### src/design/swt_pkg.sv
// Shared constants, types and register map of the sleep/wake timer.
package swt_pkg;
  // Register indices; the byte address on the bus is four times the index.
  localparam logic [11:0] IDX_CTL_A   = 12'h211;
  localparam logic [11:0] IDX_CTL_B   = 12'h220;
  localparam logic [11:0] IDX_WAKE_LO = 12'h222;
  localparam logic [11:0] IDX_WAKE_HI = 12'h223;
  localparam logic [11:0] IDX_REM_LO  = 12'h224;
  localparam logic [11:0] IDX_REM_HI  = 12'h225;
  localparam logic [11:0] IDX_MAIN_0  = 12'h226;
  localparam logic [11:0] IDX_MAIN_1  = 12'h227;
  localparam logic [11:0] IDX_MAIN_2  = 12'h228;
  localparam logic [11:0] IDX_MAIN_3  = 12'h229;
  localparam logic [11:0] IDX_TEST    = 12'h22f;
  localparam logic [11:0] IDX_STATUS  = 12'h2f0;
  localparam logic [11:0] IDX_MASK    = 12'h2f1;
  localparam logic [11:0] IDX_SRC     = 12'h2f2;
  // Field positions.
  localparam int EDGE_BIT      = 1;
  localparam int SLP_DIS_BIT   = 0;
  localparam int CLOCK_OUTPUT_PIN_DIS_BIT = 5;
  localparam int TRIG_BIT      = 7;
  localparam int RSSI_LSB      = 3;
  localparam int ST_WAKE_BIT   = 0;
  localparam int ST_DONE_BIT   = 1;
  // Reset values and encodings.
  localparam logic [10:0] WAKE_RST  = 11'h00a;
  localparam logic [1:0]  RSSI_RST  = 2'h1;
  localparam logic [2:0]  TM_NORMAL = 3'h0;
  localparam logic [2:0]  TM_TONE   = 3'h5;
  localparam logic [2:0]  TM_PA_LNA = 3'h7;
  localparam logic [1:0]  SRC_INT   = 2'h2;
  localparam logic [1:0]  SRC_XTAL  = 2'h1;
  // Timing: the remain counter advances once per 50 ns.
  localparam int TICK_NS  = 50;
  localparam int CLK_NS   = 10;
  localparam int TICK_CYC = (TICK_NS + CLK_NS - 1) / CLK_NS;
  typedef enum logic [1:0] {
    SWT_IDLE   = 2'b00,
    SWT_MAIN   = 2'b01,
    SWT_REMAIN = 2'b10
  } swt_seq_t;
  typedef struct packed {
    logic        cyc;
    logic        stb;
    logic        we;
    logic [31:0] adr;
    logic [3:0]  sel;
    logic [31:0] dat;
  } swt_wb_req_t;
  typedef struct packed {
    logic        ack;
    logic [31:0] dat;
  } swt_wb_rsp_t;
endpackage

### src/design/swt_sleep_timer.sv
// Sleep/wake timer: sleep clock control, wake match, remain and main counters, test mode.
//
// Contract
// - Edge polarity bit 1 of control A: set gives rising, clear gives falling interrupt.
// - Control A bit 0 set stops the sleep clock; clear runs it.
// - Control B bit 5 clear enables clock output pin; host should set it.
// - Sleep clock divided by two to the power of the 5-bit divisor.
// - 11-bit wake match compared with main counter to wake main oscillator.
// - Wake match resets to 0x00a; host never programs it below 1.
// - Writable 16-bit remain counter counts 50 ns ticks.
// - Writable 26-bit main counter in four bytes counts sleep clock periods.
// - Main and remain counters together time beacon and sleep intervals.
// - Writing 1 to main byte 3 bit 7 starts sleep; bit self-clears.
// - Signal strength wait parameter in test bits 4:3 resets to 01.
// - Test mode 111 turns the three general pins into amplifier controls.
// - Test mode 101 is single tone; 000, the default, is normal.
// - Source select 10 picks internal oscillator, 01 the external crystal.
`timescale 1ns/1ps
module swt_sleep_timer (
  // Clock, reset and clock enable
  input  wire logic                 clk_i,
  input  wire logic                 rst_i,
  input  wire logic                 ce_i,
  // Wishbone slave
  input  wire swt_pkg::swt_wb_req_t wb_i,
  output swt_pkg::swt_wb_rsp_t      wb_o,
  // Sleep clock sources and beacon timing
  input  wire logic                 osc_int_tick_i,
  input  wire logic                 osc_xtal_tick_i,
  input  wire logic                 beacon_start_i,
  // Radio activity and normal general pin drive
  input  wire logic                 tx_active_i,
  input  wire logic                 rx_active_i,
  input  wire logic [2:0]           gpio_dout_i,
  input  wire logic [2:0]           gpio_oe_n_i,
  // Interrupts
  output logic                      irq_o,
  output logic                      int_pin_o,
  // Sleep control and pins
  output logic                      osc_wake_o,
  output logic                      clock_output_pin_o,
  output logic [2:0]                gpio_o,
  output logic [2:0]                gpio_oe_n_o,
  output logic                      single_tone_o,
  output logic [1:0]                signal_strength_wait_param_o
);
  typedef struct packed {
    logic              edge_pol;
    logic              slp_dis;
    logic              clock_output_pin_dis;
    logic [4:0]        div;
    logic [10:0]       wake;
    logic [15:0]       rem;
    logic [25:0]       mainc;
    logic [1:0]        rssi;
    logic [2:0]        tm;
    logic [1:0]        src;
    logic [1:0]        status;
    logic [1:0]        mask;
    swt_pkg::swt_seq_t seq;
    logic [25:0]       main_work;
    logic [15:0]       rem_work;
    logic              ack;
    logic [7:0]        rdat;
    logic              irq;
    logic              int_pin;
    logic              osc_wake;
    logic              clock_output_pin;
    logic [2:0]        gpio;
    logic [2:0]        gpio_oe_n;
    logic              tone;
  } swt_state_t;

  localparam swt_state_t ST_RST = '{
    wake: swt_pkg::WAKE_RST,
    rssi: swt_pkg::RSSI_RST,
    tm: swt_pkg::TM_NORMAL,
    src: swt_pkg::SRC_INT,
    seq: swt_pkg::SWT_IDLE,
    int_pin: 1'b1,
    osc_wake: 1'b1,
    gpio_oe_n: 3'h7,
    default: '0
  };

  swt_state_t  q_r;
  swt_state_t  q_nxt;
  logic        sleep_tick;
  logic        rem_tick;
  logic        src_tick;
  logic        acc;
  logic        wr;
  logic        rd;
  logic        start;
  logic [11:0] idx;
  logic [7:0]  d;
  logic [1:0]  ev;

  // The selected source is divided down; a stopped clock gives no ticks at all.
  assign src_tick = (q_r.src == swt_pkg::SRC_INT) ? osc_int_tick_i :
                    (q_r.src == swt_pkg::SRC_XTAL) ? osc_xtal_tick_i : 1'b0;

  swt_pow2_div #(
    .CNT_W (32)
  ) u_div (
    .clk_i  (clk_i),
    .rst_i  (rst_i),
    .ce_i   (ce_i),
    .en_i   (!q_r.slp_dis),
    .tick_i (src_tick),
    .div_i  (q_r.div),
    .tick_o (sleep_tick)
  );

  swt_tick_gen #(
    .PERIOD (swt_pkg::TICK_CYC),
    .W      (8)
  ) u_tick (
    .clk_i  (clk_i),
    .rst_i  (rst_i),
    .ce_i   (ce_i),
    .en_i   (q_r.seq == swt_pkg::SWT_REMAIN),
    .tick_o (rem_tick)
  );

  assign acc = wb_i.cyc && wb_i.stb && !q_r.ack;
  assign wr  = acc && wb_i.we && wb_i.sel[0];
  assign rd  = acc && !wb_i.we;
  assign idx = wb_i.adr[13:2];
  assign d   = wb_i.dat[7:0];

  always_comb begin
    q_nxt       = q_r;
    ev          = 2'b00;
    start       = 1'b0;
    q_nxt.ack   = acc;
    q_nxt.rdat  = 8'h00;
    // Read path; unmapped addresses still acknowledge and return zero.
    if (rd && wb_i.adr[31:14] == 18'h0) begin
      case (idx)
        swt_pkg::IDX_CTL_A:   q_nxt.rdat = {6'h00, q_r.edge_pol, q_r.slp_dis};
        swt_pkg::IDX_CTL_B:   q_nxt.rdat = {2'h0, q_r.clock_output_pin_dis, q_r.div};
        swt_pkg::IDX_WAKE_LO: q_nxt.rdat = q_r.wake[7:0];
        swt_pkg::IDX_WAKE_HI: q_nxt.rdat = {5'h00, q_r.wake[10:8]};
        swt_pkg::IDX_REM_LO:  q_nxt.rdat = q_r.rem[7:0];
        swt_pkg::IDX_REM_HI:  q_nxt.rdat = q_r.rem[15:8];
        swt_pkg::IDX_MAIN_0:  q_nxt.rdat = q_r.mainc[7:0];
        swt_pkg::IDX_MAIN_1:  q_nxt.rdat = q_r.mainc[15:8];
        swt_pkg::IDX_MAIN_2:  q_nxt.rdat = q_r.mainc[23:16];
        swt_pkg::IDX_MAIN_3:  q_nxt.rdat = {6'h00, q_r.mainc[25:24]};
        swt_pkg::IDX_TEST:    q_nxt.rdat = {3'h0, q_r.rssi, q_r.tm};
        swt_pkg::IDX_STATUS:  q_nxt.rdat = {6'h00, q_r.status};
        swt_pkg::IDX_MASK:    q_nxt.rdat = {6'h00, q_r.mask};
        swt_pkg::IDX_SRC:     q_nxt.rdat = {6'h00, q_r.src};
        default:              q_nxt.rdat = 8'h00;
      endcase
    end
    // Write path; reserved bits are dropped.
    if (wr && wb_i.adr[31:14] == 18'h0) begin
      case (idx)
        swt_pkg::IDX_CTL_A: begin
          q_nxt.edge_pol = d[swt_pkg::EDGE_BIT];
          q_nxt.slp_dis  = d[swt_pkg::SLP_DIS_BIT];
        end
        swt_pkg::IDX_CTL_B: begin
          q_nxt.clock_output_pin_dis = d[swt_pkg::CLOCK_OUTPUT_PIN_DIS_BIT];
          q_nxt.div        = d[4:0];
        end
        swt_pkg::IDX_WAKE_LO: q_nxt.wake[7:0]   = d;
        swt_pkg::IDX_WAKE_HI: q_nxt.wake[10:8]  = d[2:0];
        swt_pkg::IDX_REM_LO:  q_nxt.rem[7:0]    = d;
        swt_pkg::IDX_REM_HI:  q_nxt.rem[15:8]   = d;
        swt_pkg::IDX_MAIN_0:  q_nxt.mainc[7:0]  = d;
        swt_pkg::IDX_MAIN_1:  q_nxt.mainc[15:8] = d;
        swt_pkg::IDX_MAIN_2:  q_nxt.mainc[23:16] = d;
        swt_pkg::IDX_MAIN_3: begin
          q_nxt.mainc[25:24] = d[1:0];
          start              = d[swt_pkg::TRIG_BIT];
        end
        swt_pkg::IDX_TEST: begin
          q_nxt.rssi = d[swt_pkg::RSSI_LSB +: 2];
          q_nxt.tm   = d[2:0];
        end
        swt_pkg::IDX_MASK: q_nxt.mask = d[1:0];
        swt_pkg::IDX_SRC:  q_nxt.src  = d[1:0];
        default: begin
        end
      endcase
    end
    // Sleep sequence: main counter in sleep clock periods, then the remain counter in 50 ns ticks.
    case (q_r.seq)
      swt_pkg::SWT_IDLE: begin
      end
      swt_pkg::SWT_MAIN: begin
        if (sleep_tick) begin
          if (q_r.main_work == {15'h0000, q_r.wake}) begin
            q_nxt.osc_wake = 1'b1;
            ev[swt_pkg::ST_WAKE_BIT] = 1'b1;
          end
          if (q_r.main_work == 26'h0) begin
            q_nxt.seq = swt_pkg::SWT_REMAIN;
          end else begin
            q_nxt.main_work = q_r.main_work - 26'h1;
          end
        end
      end
      swt_pkg::SWT_REMAIN: begin
        if (rem_tick) begin
          if (q_r.rem_work == 16'h0) begin
            q_nxt.seq      = swt_pkg::SWT_IDLE;
            q_nxt.osc_wake = 1'b1;
            ev[swt_pkg::ST_DONE_BIT] = 1'b1;
          end else begin
            q_nxt.rem_work = q_r.rem_work - 16'h1;
          end
        end
      end
      default: q_nxt.seq = swt_pkg::SWT_IDLE;
    endcase
    // A software trigger or a beacon boundary restarts the interval from the programmed counts.
    if (start || beacon_start_i) begin
      q_nxt.seq       = swt_pkg::SWT_MAIN;
      q_nxt.main_work = q_nxt.mainc;
      q_nxt.rem_work  = q_nxt.rem;
      q_nxt.osc_wake  = 1'b0;
    end
    // A read clears the status, but an event in the same cycle survives it.
    if (rd && idx == swt_pkg::IDX_STATUS && wb_i.adr[31:14] == 18'h0) begin
      q_nxt.status = 2'b00;
    end
    q_nxt.status  = q_nxt.status | ev;
    q_nxt.irq     = |(q_nxt.status & q_nxt.mask);
    q_nxt.int_pin = q_nxt.edge_pol ? q_nxt.irq : !q_nxt.irq;
    // The clock output is kept for compatibility; it halts low once disabled.
    if (q_r.clock_output_pin_dis) begin
      q_nxt.clock_output_pin = 1'b0;
    end else if (sleep_tick) begin
      q_nxt.clock_output_pin = !q_r.clock_output_pin;
    end
    if (q_r.tm == swt_pkg::TM_PA_LNA) begin
      q_nxt.gpio      = {!tx_active_i, rx_active_i, tx_active_i};
      q_nxt.gpio_oe_n = 3'h0;
    end else begin
      q_nxt.gpio      = gpio_dout_i;
      q_nxt.gpio_oe_n = gpio_oe_n_i;
    end
    q_nxt.tone = (q_nxt.tm == swt_pkg::TM_TONE);
  end

  always_ff @(posedge clk_i) begin
    if (rst_i) begin
      q_r <= ST_RST;
    end else if (ce_i) begin
      q_r <= q_nxt;
    end
  end

  assign wb_o                         = '{ack: q_r.ack, dat: {24'h000000, q_r.rdat}};
  assign irq_o                        = q_r.irq;
  assign int_pin_o                    = q_r.int_pin;
  assign osc_wake_o                   = q_r.osc_wake;
  assign clock_output_pin_o           = q_r.clock_output_pin;
  assign gpio_o                       = q_r.gpio;
  assign gpio_oe_n_o                  = q_r.gpio_oe_n;
  assign single_tone_o                = q_r.tone;
  assign signal_strength_wait_param_o = q_r.rssi;
endmodule

### src/design/swt_tick_gen.sv
// Periodic one-cycle tick generator.
`timescale 1ns/1ps
module swt_tick_gen #(
  parameter int unsigned PERIOD = 5,
  parameter int unsigned W      = 8
) (
  // Clock and control
  input  wire logic clk_i,
  input  wire logic rst_i,
  input  wire logic ce_i,
  input  wire logic en_i,
  // Tick
  output logic      tick_o
);
  typedef struct packed {
    logic [W-1:0] cnt;
    logic         tick;
  } swt_tg_t;
  swt_tg_t q_r;
  swt_tg_t q_nxt;

  always_comb begin
    q_nxt      = q_r;
    q_nxt.tick = 1'b0;
    if (!en_i) begin
      q_nxt.cnt = '0;
    end else if (q_r.cnt == W'(PERIOD - 1)) begin
      q_nxt.cnt  = '0;
      q_nxt.tick = 1'b1;
    end else begin
      q_nxt.cnt = q_r.cnt + W'(1);
    end
  end

  always_ff @(posedge clk_i) begin
    if (rst_i) begin
      q_r <= '0;
    end else if (ce_i) begin
      q_r <= q_nxt;
    end
  end

  assign tick_o = q_r.tick;
endmodule

### src/design/swt_pow2_div.sv
// Divides a stream of source ticks by two to the power of a divisor.
`timescale 1ns/1ps
module swt_pow2_div #(
  parameter int unsigned CNT_W = 32
) (
  // Clock and control
  input  wire logic       clk_i,
  input  wire logic       rst_i,
  input  wire logic       ce_i,
  input  wire logic       en_i,
  // Ticks
  input  wire logic       tick_i,
  input  wire logic [4:0] div_i,
  output logic            tick_o
);
  typedef struct packed {
    logic [CNT_W-1:0] cnt;
    logic             tick;
  } swt_dv_t;
  swt_dv_t          q_r;
  swt_dv_t          q_nxt;
  logic [CNT_W-1:0] limit;

  assign limit = (CNT_W'(1) << div_i) - CNT_W'(1);

  always_comb begin
    q_nxt      = q_r;
    q_nxt.tick = 1'b0;
    if (!en_i) begin
      q_nxt.cnt = '0;
    end else if (tick_i) begin
      if (q_r.cnt >= limit) begin
        q_nxt.cnt  = '0;
        q_nxt.tick = 1'b1;
      end else begin
        q_nxt.cnt = q_r.cnt + CNT_W'(1);
      end
    end
  end

  always_ff @(posedge clk_i) begin
    if (rst_i) begin
      q_r <= '0;
    end else if (ce_i) begin
      q_r <= q_nxt;
    end
  end

  assign tick_o = q_r.tick;
endmodule

### config.mk
export PLATFORM = sky130hd
export DESIGN_NAME = swt_sleep_timer
export DESIGN_NICKNAME = d
export VERILOG_FILES = /design/src/design/swt_pkg.sv /design/src/design/swt_sleep_timer.sv /design/src/design/swt_tick_gen.sv /design/src/design/swt_pow2_div.sv
export SDC_FILE = /design/constraint.sdc
export NUM_CORES = 1
export LEC_CHECK = 0
export BUFFER_PORTS_ARGS = -buffer_cell sky130_fd_sc_hd__buf_2
export CAP_MARGIN = 30
export CORE_ASPECT_RATIO = 1.5
export CORE_MARGIN = 3
export CORE_UTILIZATION = 46
export CTS_CLUSTER_SIZE = 24
export DETAILED_ROUTE_END_ITERATION = 6
export GPL_TIMING_DRIVEN = 0
export PLACE_DENSITY = 0.65
export SYNTH_ARGS = -nofsm -noshare
export SYNTH_HDL_FRONTEND = slang
export SYNTH_SLANG_ARGS = --single-unit
export TNS_END_PERCENT = 100
### constraint.sdc
create_clock -name clk_i -period 10.8 [get_ports clk_i]
set_input_delay 0.54 -clock clk_i [delete_from_list [all_inputs] [get_ports clk_i]]
set_output_delay 0.54 -clock clk_i [all_outputs]
set_load 0.01 [all_outputs]
After elaboration in Yosys (flattened, before gate mapping)
Index checks and enable logic that the tools add are counted.
- bits in registers: 178
- input port bits: 85
- output and inout bits: 46
- add/sub/neg operators: 5
- magnitude comparators: 1
- bitwise operators: 2
- equality and inequality tests: 30
- reduce and logical (&&, ||, !) cells: 39
- shift-type cells: 1
- muxes and demuxes: 58
- operators by type and width (kind ; count):
    12-bit by 10-bit equality test with 1-bit output (second input constant) ; 14
    8-bit case mux with 14 select lines ; 1
    8-bit two-way mux ; 9
    68-bit two-way mux ; 1
    32-bit two-way mux ; 2
    26-bit two-way mux ; 2
    16-bit two-way mux ; 3
    44-bit two-way mux ; 1
    33-bit two-way mux ; 1
    32-bit by 1-bit adder with 32-bit output (second input constant) ; 1
    32-bit >= comparator ; 1
    1-bit by 5-bit << shifter with 32-bit output (first input constant) ; 1
    32-bit by 2-bit subtractor with 32-bit output (second input constant) ; 1
    28-bit two-way mux ; 1
    26-bit by 11-bit equality test with 1-bit output ; 1
    26-bit logical NOT ; 1
    26-bit by 1-bit subtractor with 26-bit output (second input constant) ; 1
    1-bit two-way mux ; 22
    18-bit logical NOT ; 1
    2-bit two-way mux ; 9
    3-bit AND reduction ; 6
    16-bit logical NOT ; 1
    16-bit by 1-bit subtractor with 16-bit output (second input constant) ; 1
    6-bit two-way mux ; 2
    25 further kinds ; 52

Logic depth before layout (Yosys ltp)
Gate-level depths: netlist of the first run.
- depth after elaboration: 11
- depth in mapped cells: 21
- depth with buffers taken out: 17

By module
Synthesis of the first run repeated with hierarchy kept, for this count alone.
- cells, all modules: 1439
- area, all modules: 11447.2 sq um
- by module, submodules not included (module ; area each (sq um) ; cells each ; instances):
    swt_sleep_timer ; 7916.3 ; 971 ; 1
    swt_pow2_div ; 3056.7 ; 412 ; 1
    swt_tick_gen ; 474.2 ; 56 ; 1

Worst setup path after synthesis of the first run
Ideal clock, no wire load.
- path kind: register to register
- start: register q_r[130] (netlist name)
- end: register u_div.q_r[4] (netlist name)
- data required time: 10.725 ns
- setup time: 0.075 ns
- stages on the path, launching flop included: 22
- setup slack: 6.694 ns
- arrival: 4.031 ns
- buffers on the path: 4
- cell sequence: dfxtp_1 > clkbuf_1 > or2_2 > nor2_1 > nand3_1 > ha_1 > clkbuf_1 > or2_2 > clkbuf_1 > o31ai_1 > nand2_1 > a21oi_1 > nor2_1 > ha_1 > nand2_1 > o21ai_0 > a221oi_1 > nand3_1 > o21ai_1 > nand2_1 > clkbuf_1 > o22ai_1
- cells in the longest elaborated chain, start to end: 6
- ends and longest elaborated chain (what ; RTL line ; source):
    from (decl) ; swt_sleep_timer.sv:86 ; swt_state_t q_r;
    from (signal assigned) ; swt_sleep_timer.sv:254 ; q_r <= q_nxt;
    1-bit by 5-bit << shifter with 32-bit output ; swt_pow2_div.sv:24 ; assign limit = (CNT_W'(1) << div_i) - CNT_W'(1);
    32-bit by 2-bit subtractor with 32-bit output ; swt_pow2_div.sv:24 ;
    32-bit >= comparator ; swt_pow2_div.sv:32 ; if (q_r.cnt >= limit) begin
    32-bit two-way mux ; swt_pow2_div.sv:32 ;
    33-bit two-way mux ; swt_pow2_div.sv:31 ; end else if (tick_i) begin
    32-bit two-way mux ; swt_pow2_div.sv:29 ; if (!en_i) begin
    to (signal assigned) ; swt_pow2_div.sv:45 ; q_r <= q_nxt;
    to (decl) ; swt_pow2_div.sv:20 ; swt_dv_t q_r;
No other way between the ends. The select of a mux whose other input is x is not followed.
A chain may end at the register's enable or synchronous reset.

Worst setup path in the final report of the first run
- start: register q_r[131] (netlist name)
- end: register u_div.q_r[26] (netlist name)
Same word-level chain as after synthesis.

==> results.ini, run 1 <==
[die]
ioPinCount=131
core_um2=23700
dieArea_um2=26100
rows=69
die_y_um=197
die_x_um=133
start_util_pct=46.9

[final_layout]
register_area_um2=3560
drive_above_1_share_pct=12.3
layout_commonest_cell=nand2_1
diodes=0
area_growth_pct=13.3
fin_area_um2=12600
nFillCells=2344
nets=1699
mostFrequentLayoutCells=196 x nand2_1, 178 x dfxtp_1, 138 x nor2_1, 115 x a21oi_1, 87 x buf_2
multi_input_area_um2=6820

[global_routing]
antenna_found_initial=0
grt_util_met2_pct=55.9
grt_usage_pct=31.3
grt_max_degree=18
grt_pass1_wl_um=63300
grtUsageMet3_pct=4.80
grt-busiest-layer=met2
grt_pass1_vias=11100
gr-total-overflow=0
grt_use_met1_pct=33.1

[sta]
period_minus_slack_ns=5.42
slew_viol_final=0
rsz0062_at_grt=false
fin_tns_setup_ns=0
clock.fmax_mhz=184
worst_pin_slew_ns=1.04
fin_crit_sh_pct=50.2
final_hold_viol_count=0
relSlewSlack_pct=30.2
clock_skew_ns=0.0143
setup_viol=0

[placed_design]
hpwl_um=31600
dpl_cell_area_um2=12000
port_buffers=74
gp_congestion=1.02

[status]
status=complete, no violations

[drt]
wire_per_inst_um=21.9
drt_iter0_drc=1183
detail-route-antenna-nets=0
drcViolationCount=0
drt-total-wl_um=41800
dr.pass1.iters=6
via_per_inst=6.15
vias=11700

[clock_tree]
cts_buffer_depth=2
htree_levels=4
cts_resized=0
postCtsSetupBuffers=0
hold_buffers=0
cts.sink_count=178
root_buffer=clkbuf_16
tritoncts=built
path_clk_slew_ns=0.07
insertion_delay_ns=0.45
numCtsBuffers=17

[min_path]
worstHoldStart=gpio_oe_n_i[2]
hold_path.class=in2reg

[yosys]
ys.warnings.count=0
syn_area_um2=11100
yosysSeqAreaShare_pct=32.0
ys_types=71
synthFlopType=dfxtp_1
avgSynthCellArea_um2=7.65
synth_edf_count=0
synth.area.top_cells=dfxtp_1 32%, mux2i_1 6.7%, nand2_1 6.6%, a21oi_1 5.2%, nor2_1 4.7%
postSynthCellCount=1455
synth_top_cell_area_share_pct=32.0
synth_area_leader_cell=dfxtp_1
async_flop_share_pct=0
ys_ff_latch=178

[critical_path]
rr_endpoint=u_div.q_r[26]
critPathSlowestCell=o21ai_1
r2r-start=q_r[131]
cp_num_cells=19
cp_max_fo=10
slowest_delay_ns=0.72
start_kind=flop
cpLargestDelayFamily=compound AO/OA/AOI/OAI gates
endpoint=u_div.q_r[26]
critPathBufInv=5
crit_start=q_r[131]
cp.required_ns=11.16
reg2reg_slack_ns=5.38
crit_path_cell_trace=clkbuf_1, buf_1, nor2_1, nand3_1, ha_1, clkbuf_1, or2_2, clkbuf_1, o21ai_0, a22o_1, a21oi_1, ha_1, and4_1, a221oi_1, nand3_1, o21ai_1, nand2_1, clkbuf_1, o21ai_0
r2r_cells=19
crit_type=reg2reg
cp_common_cell=clkbuf_1
cp.arrival_ns=5.78
end_kind=flop

[power]
power.static_leakage_nw=4.71
p_per_area_nw_per_um2=124
finalPower_mw=1.57
peakVddDrop_v=0.000115

[run]
drv_cap=0

-- power by group --
part	switching, mW	leakage [nW]	internal (mW)
combinational	0.157	2.98	0.0789
sequential	0.0148	1.44	0.671
clock	0.299	0.291	0.349
-- worst min-delay path, delay by kind of cell --
kind,cells,cell delay (ns)
AND/OR/NAND/NOR,2,0.11
buffers and inverters,1,0.08
-- how the worst min path moves through the flow --
| stage | cells after the start | to | slack (ns) |
|---|---|---|---|
| floorplan | 2 | q_r[81] | 0.44 |
| global placement | 2 | q_r[77] | 0.45 |
| detailed placement | 2 | gpio_oe_n_o[1] | 0.45 |
| CTS | 3 | gpio_oe_n_o[2] | 0.30 |
| global route | 3 | gpio_oe_n_o[0] | 0.32 |
| finish | 3 | gpio_oe_n_o[2] | 0.31 |
-- Yosys cell counts (5+ instances only) --
master / number
xnor2_1: 17
nor2b_1: 5
and4_1: 6
inv_1: 38
o32ai_1: 7
xor2_1: 10
mux2i_1: 74
a32oi_1: 9
buf_4: 41
nor3_1: 33
a21oi_1: 115
a22oi_1: 28
clkbuf_1: 79
buf_1: 12
ha_1: 38
o311ai_0: 6
or4_1: 8
or2_2: 9
nor4_1: 25
dfxtp_1: 178
or3_1: 8
buf_2: 9
nor2_1: 138
a211oi_1: 16
nand2_1: 196
nand4_1: 33
and2_1: 9
a31oi_1: 23
a21o_1: 7
nand3b_1: 5
o22ai_1: 27
o21ai_0: 84
mux2_2: 12
nand3_1: 57
and3_1: 22
-- sequential cells by signal, indices dropped and copies added (netlist names), 2 cells and up --
name                          count
u_tick.q_r                        8
gpio_oe_n_o                       3
wb_o                              9
u_div.q_r                        32
q_r                             114
signal_strength_wait_param_o      2
gpio_o                            3
-- metal layers --
layer	vias to the layer above	share of wire, %
met5	-	0
met4	0	8.7
met3	209	6.6
met2	625	50
met1	5428	35
li1	5470	-
-- cells by family after synthesis --
group / synth area share (%)
flip-flops: 32.0
multiplexers: 8.78
XOR/XNOR: 2.12
other: 0.0675
buffers and inverters: 7.52
AND/OR/NAND/NOR: 25.5
adder cells (fa/ha/maj): 4.27
AO/OA/AOI/OAI: 19.7
-- metrics by stage --
step           hold slack, ns  worst slack (ns)  cells  util, %
6_report                0.306              5.38   1908     53.1
5_1_grt                 0.318              4.88   1908     53.1
4_1_cts                 0.297              5.42   1907     53.1
3_5_place_dp            0.454              5.45   1875     50.6
3_3_place_gp            0.451              5.50   1871     50.5
2_1_floorplan           0.439              6.69   1478        -
-- area by class of cell --
| class | instances | area share [%] |
|---|---|---|
| sequential | 178 | 28.3 |
| buffer | 141 | 5.51 |
| inverter | 38 | 1.13 |
| clock buffer | 17 | 3.37 |
| multi-input combinational | 1121 | 54.1 |
| tap | 319 | 3.17 |
| timing repair buffer | 79 | 3.13 |
| clock inverter | 15 | 1.38 |
(Power assumes the default switching activity.)
==> run 2: changes to the inputs <==
- clock period: 10.8 -> 5 ns (I/O delays scaled with it)
==> run 2 against run 1 <==
Count of clock-buffer cells in the layout stayed put; total power increased by 120%; clock power is 120% higher; critical path type unchanged; largest cell class unchanged.
==> results.ini, run 2 (same netlist as run 1, synthesis figures left out) <==
[final_layout]
layout_commonest_cell=nand2_1
area_growth_pct=13.7
diodes=0
multi_input_area_um2=6830
mostFrequentLayoutCells=195 x nand2_1, 178 x dfxtp_1, 138 x nor2_1, 115 x a21oi_1, 88 x buf_2
register_area_um2=3560
drive_above_1_share_pct=12.8
nFillCells=2345
regMostFlops=q_r
nets=1700
largest_reg_flops=114

[global_routing]
grtUsageMet3_pct=4.78
grt_util_met2_pct=55.7
grt-busiest-layer=met2
grt_pass1_vias=11100
grt_max_degree=18
grt_pass1_wl_um=63300
grt_usage_pct=31.3
antenna_found_initial=0
gr-total-overflow=0
grt_use_met1_pct=33.0

[clock_tree]
htree_levels=4
cts.sink_count=178
path_clk_slew_ns=0.08
root_buffer=clkbuf_16
hold_buffers=0
insertion_delay_ns=0.46
numCtsBuffers=17
cts_buffer_depth=2
tritoncts=built

[critical_path]
r2r_cells=20
start_kind=flop
cp.arrival_ns=4.87
slowest_delay_ns=0.35
cp_common_cell=clkbuf_1
crit_type=reg2reg
cp.required_ns=5.32
end_kind=flop
r2r-start=q_r[131]
cp_max_fo=10
crit_path_cell_trace=clkbuf_1, clkbuf_2, nor2_1, nand3_1, ha_1, clkbuf_1, or2_2, clkbuf_1, o21ai_0, a22o_1, a21oi_1, ha_1, and4_1, a221oi_1, nand3_1, o21ai_4, buf_12, clkbuf_2, a2bb2oi_1, nor2_1
reg2reg_slack_ns=0.46
rr_endpoint=u_div.tick_o
critPathSlowestCell=clkbuf_1

[sta]
rsz0062_at_grt=false
relSlewSlack_pct=30.9
period_minus_slack_ns=4.54
setup_viol=0
worst_pin_slew_ns=1.03
clock_skew_ns=0.0169
fin_hold_ws_ns=0.0118
fin_crit_sh_pct=90.9
final_hold_viol_count=0
slew_viol_final=0
clock.fmax_mhz=220

[power]
peakVddDrop_v=0.000251
p_clk_share_pct=41.4
p_per_area_nw_per_um2=269
p_int_mw=2.38
comb_power_share_pct=15.1
p_sw_mw=1.03
p_seq_share_pct=43.5
finalPower_mw=3.40
power.static_leakage_nw=4.74
sw_frac_of_total_pct=30.2

[placed_design]
port_buffers=74
gp_congestion=1.02
hpwl_um=31600

[die]
rows=69
core_um2=23700
dieArea_um2=26100
die_x_um=133
ioPinCount=131
start_util_pct=46.9
die_y_um=197

[drt]
via_per_inst=6.13
drt-total-wl_um=41800
wire_per_inst_um=21.9
drt_iter0_drc=1288
dr.pass1.iters=6
detail-route-antenna-nets=0
vias=11700
drcViolationCount=0

[min_path]
hold_path.class=in2reg
whs_path_depth=3
worstHoldStart=gpio_oe_n_i[2]
min_to=gpio_oe_n_o[2]

[status]
status=complete, no violations

[run]
drv_cap=0

run 2: worst max path at each step:
stage               startpoint  depth (start not counted)       endpoint
CTS                   q_r[130]                         21  u_div.q_r[26]
detailed placement    q_r[131]                         19  u_div.q_r[26]
finish                q_r[131]                         20   u_div.tick_o
floorplan             q_r[130]                         21   u_div.q_r[4]
global placement      q_r[131]                         20  u_div.q_r[26]
global route          q_r[131]                         20  u_div.q_r[26]
run 2: stage by stage:
stage          setup TNS, ns  setup slack [ns]  cells  cell area [um^2]  util, %
6_report                   0             0.455   1909             12700     53.3
5_1_grt                    0            0.0461   1909             12700     53.3
4_1_cts                    0            0.0781   1907             12600     53.1
3_5_place_dp           -6.16            -0.355   1875             12000     50.6
3_3_place_gp           -4.57            -0.304   1871             12000     50.5
2_1_floorplan              0             0.894   1478             11200        -
run 2: power groups by stage:
stage          Combinational (mW)  Clock (mW)  Sequential (mW)
2_1_floorplan               0.331           0             1.50
3_3_place_gp                0.484           0             1.51
3_5_place_dp                0.490           0             1.51
4_1_cts                     0.493        1.41             1.48
5_1_grt                     0.555        1.47             1.48
6_report                    0.515        1.41             1.48
run 2: area by class of cell:
class / count / share of cell area (%)
buffer: 140 / 5.51
inverter: 38 / 1.13
tap: 319 / 3.15
timing repair buffer: 81 / 3.33
sequential: 178 / 28.2
clock inverter: 15 / 1.37
multi-input combinational: 1121 / 54.0
clock buffer: 17 / 3.36
run 2: metal layers:
metal | part of all wire [%] | vias up | routed length, um
met5 | 0 | - | 0
met4 | 8.7 | 0 | 3620
met3 | 5.9 | 200 | 2450
met2 | 50 | 556 | 21100
met1 | 35 | 5479 | 14600
li1 | - | 5463 | -
run 2: worst max-delay path, delay by kind of cell (launching register included):
family          cells  cell delay [ns]
buf+inv             6             1.67
flops               1             0.34
compound gates      6             1.19
fa+ha+maj           2             0.42
simple gates        6             0.80
run 2: repair_timing:
action,in CTS,in global routing
resized for setup,2,12
endpoints found under the setup margin,33,33
pin swaps,0,1
buffers inserted,0,2
gates cloned,0,0
==> run 3: changes to the inputs <==
- BUFFER_PORTS_ARGS: -buffer_cell sky130_fd_sc_hd__buf_2 -> not set
- DONT_BUFFER_PORTS: not set -> 1
- MAX_ROUTING_LAYER: not set -> met4
- PLACE_DENSITY: 0.65 -> not set
==> run 3 against run 2 <==
Hold slack better by 0.040 ns; global-route usage up 2.2 points; cell area down 3.0%; combinational power down 5.8%; total power down 3.2%; die area unchanged; utilization down 1.6 points; via count down 2.8%; count of clock-buffer cells in the layout up 6; largest power group unchanged; highest routed layer unchanged.
==> results.ini, run 3 (same netlist as run 1, synthesis figures left out) <==
[clock_tree]
cts_buffer_depth=2
cts.sink_count=178
htree_levels=4
tritoncts=built
root_buffer=clkbuf_16
numCtsBuffers=17
path_clk_slew_ns=0.07
insertion_delay_ns=0.45

[placed_design]
place_inst=1802
gp_congestion=0.995
hpwl_um=33100
place_ws_ns=-0.528
port_buffers=0

[sta]
setup_slack_ns=0.330
fin_crit_sh_pct=93.4
final_hold_viol_count=0
worst_pin_slew_ns=1.06
period_minus_slack_ns=4.67
clock_skew_ns=0.00899
relSlewSlack_pct=28.7
clock.fmax_mhz=214
slew_viol_final=0
setup_viol=0
rsz0062_at_grt=false

[critical_path]
crit_type=reg2reg
cp.required_ns=5.38
cp.arrival_ns=5.05
end_kind=flop
cp_max_fo=15
start_kind=flop

[die]
start_util_pct=46.9
rows=69
dieArea_um2=26100
die_y_um=197
die_x_um=133
ioPinCount=131
core_um2=23700

[power]
p_per_area_nw_per_um2=268
peakVddDrop_v=0.000261
power.static_leakage_nw=4.45

[final_layout]
largest_reg_flops=114
layout_commonest_cell=nand2_1
mostFrequentLayoutCells=195 x nand2_1, 177 x dfxtp_1, 138 x nor2_1, 115 x a21oi_1, 84 x o21ai_0
drive_above_1_share_pct=8.76
area_growth_pct=10.3
regMostFlops=q_r
nets=1629
final_cells=1839

[global_routing]
grt_max_degree=17
gr-total-overflow=0
antenna_found_initial=0
grt_pass1_vias=11100
grt_pass1_wl_um=65200
grt_usage_pct=33.5

[drt]
drt-total-wl_um=43300
wire_per_inst_um=23.5
drcViolationCount=0
dr.pass1.iters=6
drt_iter0_drc=1021
detail-route-antenna-nets=0
vias=11400
via_per_inst=6.18

[status]
status=complete, no violations

[run]
drv_cap=0

[min_path]
hold_path.class=in2reg

run 3: cell count changes in the layout (fill, tap and decap cells not counted), moves of 2 or more:
cell	before	now
bufinv_16	2	0
buf_4	42	44
buf_2	88	16
clkbuf_8	0	5
inv_8	4	0
dlygate4sd3_1	0	3
run 3: path summary, 6_finish.rpt:
| kind | start | end | slack [ns] | cells past startpoint |
|---|---|---|---|---|
| worst max-delay path | q_r[130] | u_div.q_r[30] | 0.33 | 21 |
| worst min-delay path | gpio_dout_i[2] | gpio_o[2] | 0.05 | 2 |
| worst max register to register | q_r[130] | u_div.q_r[30] | 0.33 | 21 |
| worst min register to register | q_r[134] | q_r[134] | 0.47 | 2 |
run 3: worst max-delay path, cell delays in order (launching register included):
cell and delay [ns]:
dfxtp_2 0.41, or2_2 0.34, nor2_1 0.15, nand3_1 0.15, ha_1 0.22, clkbuf_1 0.20
or2_2 0.31, clkbuf_1 0.19, o31ai_1 0.24, nand2_1 0.09, a21oi_1 0.17, nor2_1 0.09
ha_1 0.30, nand2_1 0.06, o21ai_0 0.11, a221oi_1 0.33, nand3_1 0.17, o21ai_4 0.34
buf_4 0.18, clkbuf_2 0.25, a31oi_1 0.14, mux2i_1 0.16
run 3: where the power goes:
group | switching [mW] | internal [mW]
sequential | 0.0329 | 1.45
combinational | 0.329 | 0.156
clock | 0.621 | 0.709
run 3: what timing repair did:
item | 4_1_cts | 5_1_grt
gates resized for setup | 3 | 10
setup buffers | 0 | 3
endpoints found under the setup margin | 33 | 33
hold endpoints to repair | 3 | 0
pin swaps | 0 | 1
hold buffers | 3 | 0
run 3: through the flow:
step | hold WS (ns) | total power, mW | setup TNS, ns | cell area [um^2] | utilization (%)
after floorplan | 0.381 | 1.83 | 0 | 11200 | -
after global placement | 0.387 | 1.98 | -7.80 | 11600 | 48.9
after detailed placement | 0.396 | 1.98 | -11.21 | 11600 | 49.0
after CTS | 0.0447 | 3.29 | 0 | 12300 | 51.6
after global routing | 0.0743 | 3.40 | 0 | 12300 | 51.7
final | 0.0522 | 3.30 | 0 | 12300 | 51.7
run 3: routing by layer:
| metal | wire length [um] | global-route usage (%) | vias up |
|---|---|---|---|
| met3 | 2160 | 5.98 | 208 |
| met1 | 14900 | 31.9 | 5368 |
| met4 | 3950 | 26.8 | 0 |
| met2 | 22200 | 58.9 | 470 |
| li1 | - | - | 5323 |
| met5 | 0 | - | - |
run 3: cell type report:
class                      count  area (um^2)
clock buffer                  23          498
clock inverter                 9         70.1
antenna                        1         2.50
sequential                   178         3560
tap                          319          399
multi-input combinational   1121         6830
timing repair buffer          12         82.6
inverter                      38          143
fill                        2379        11500
buffer                       138          689
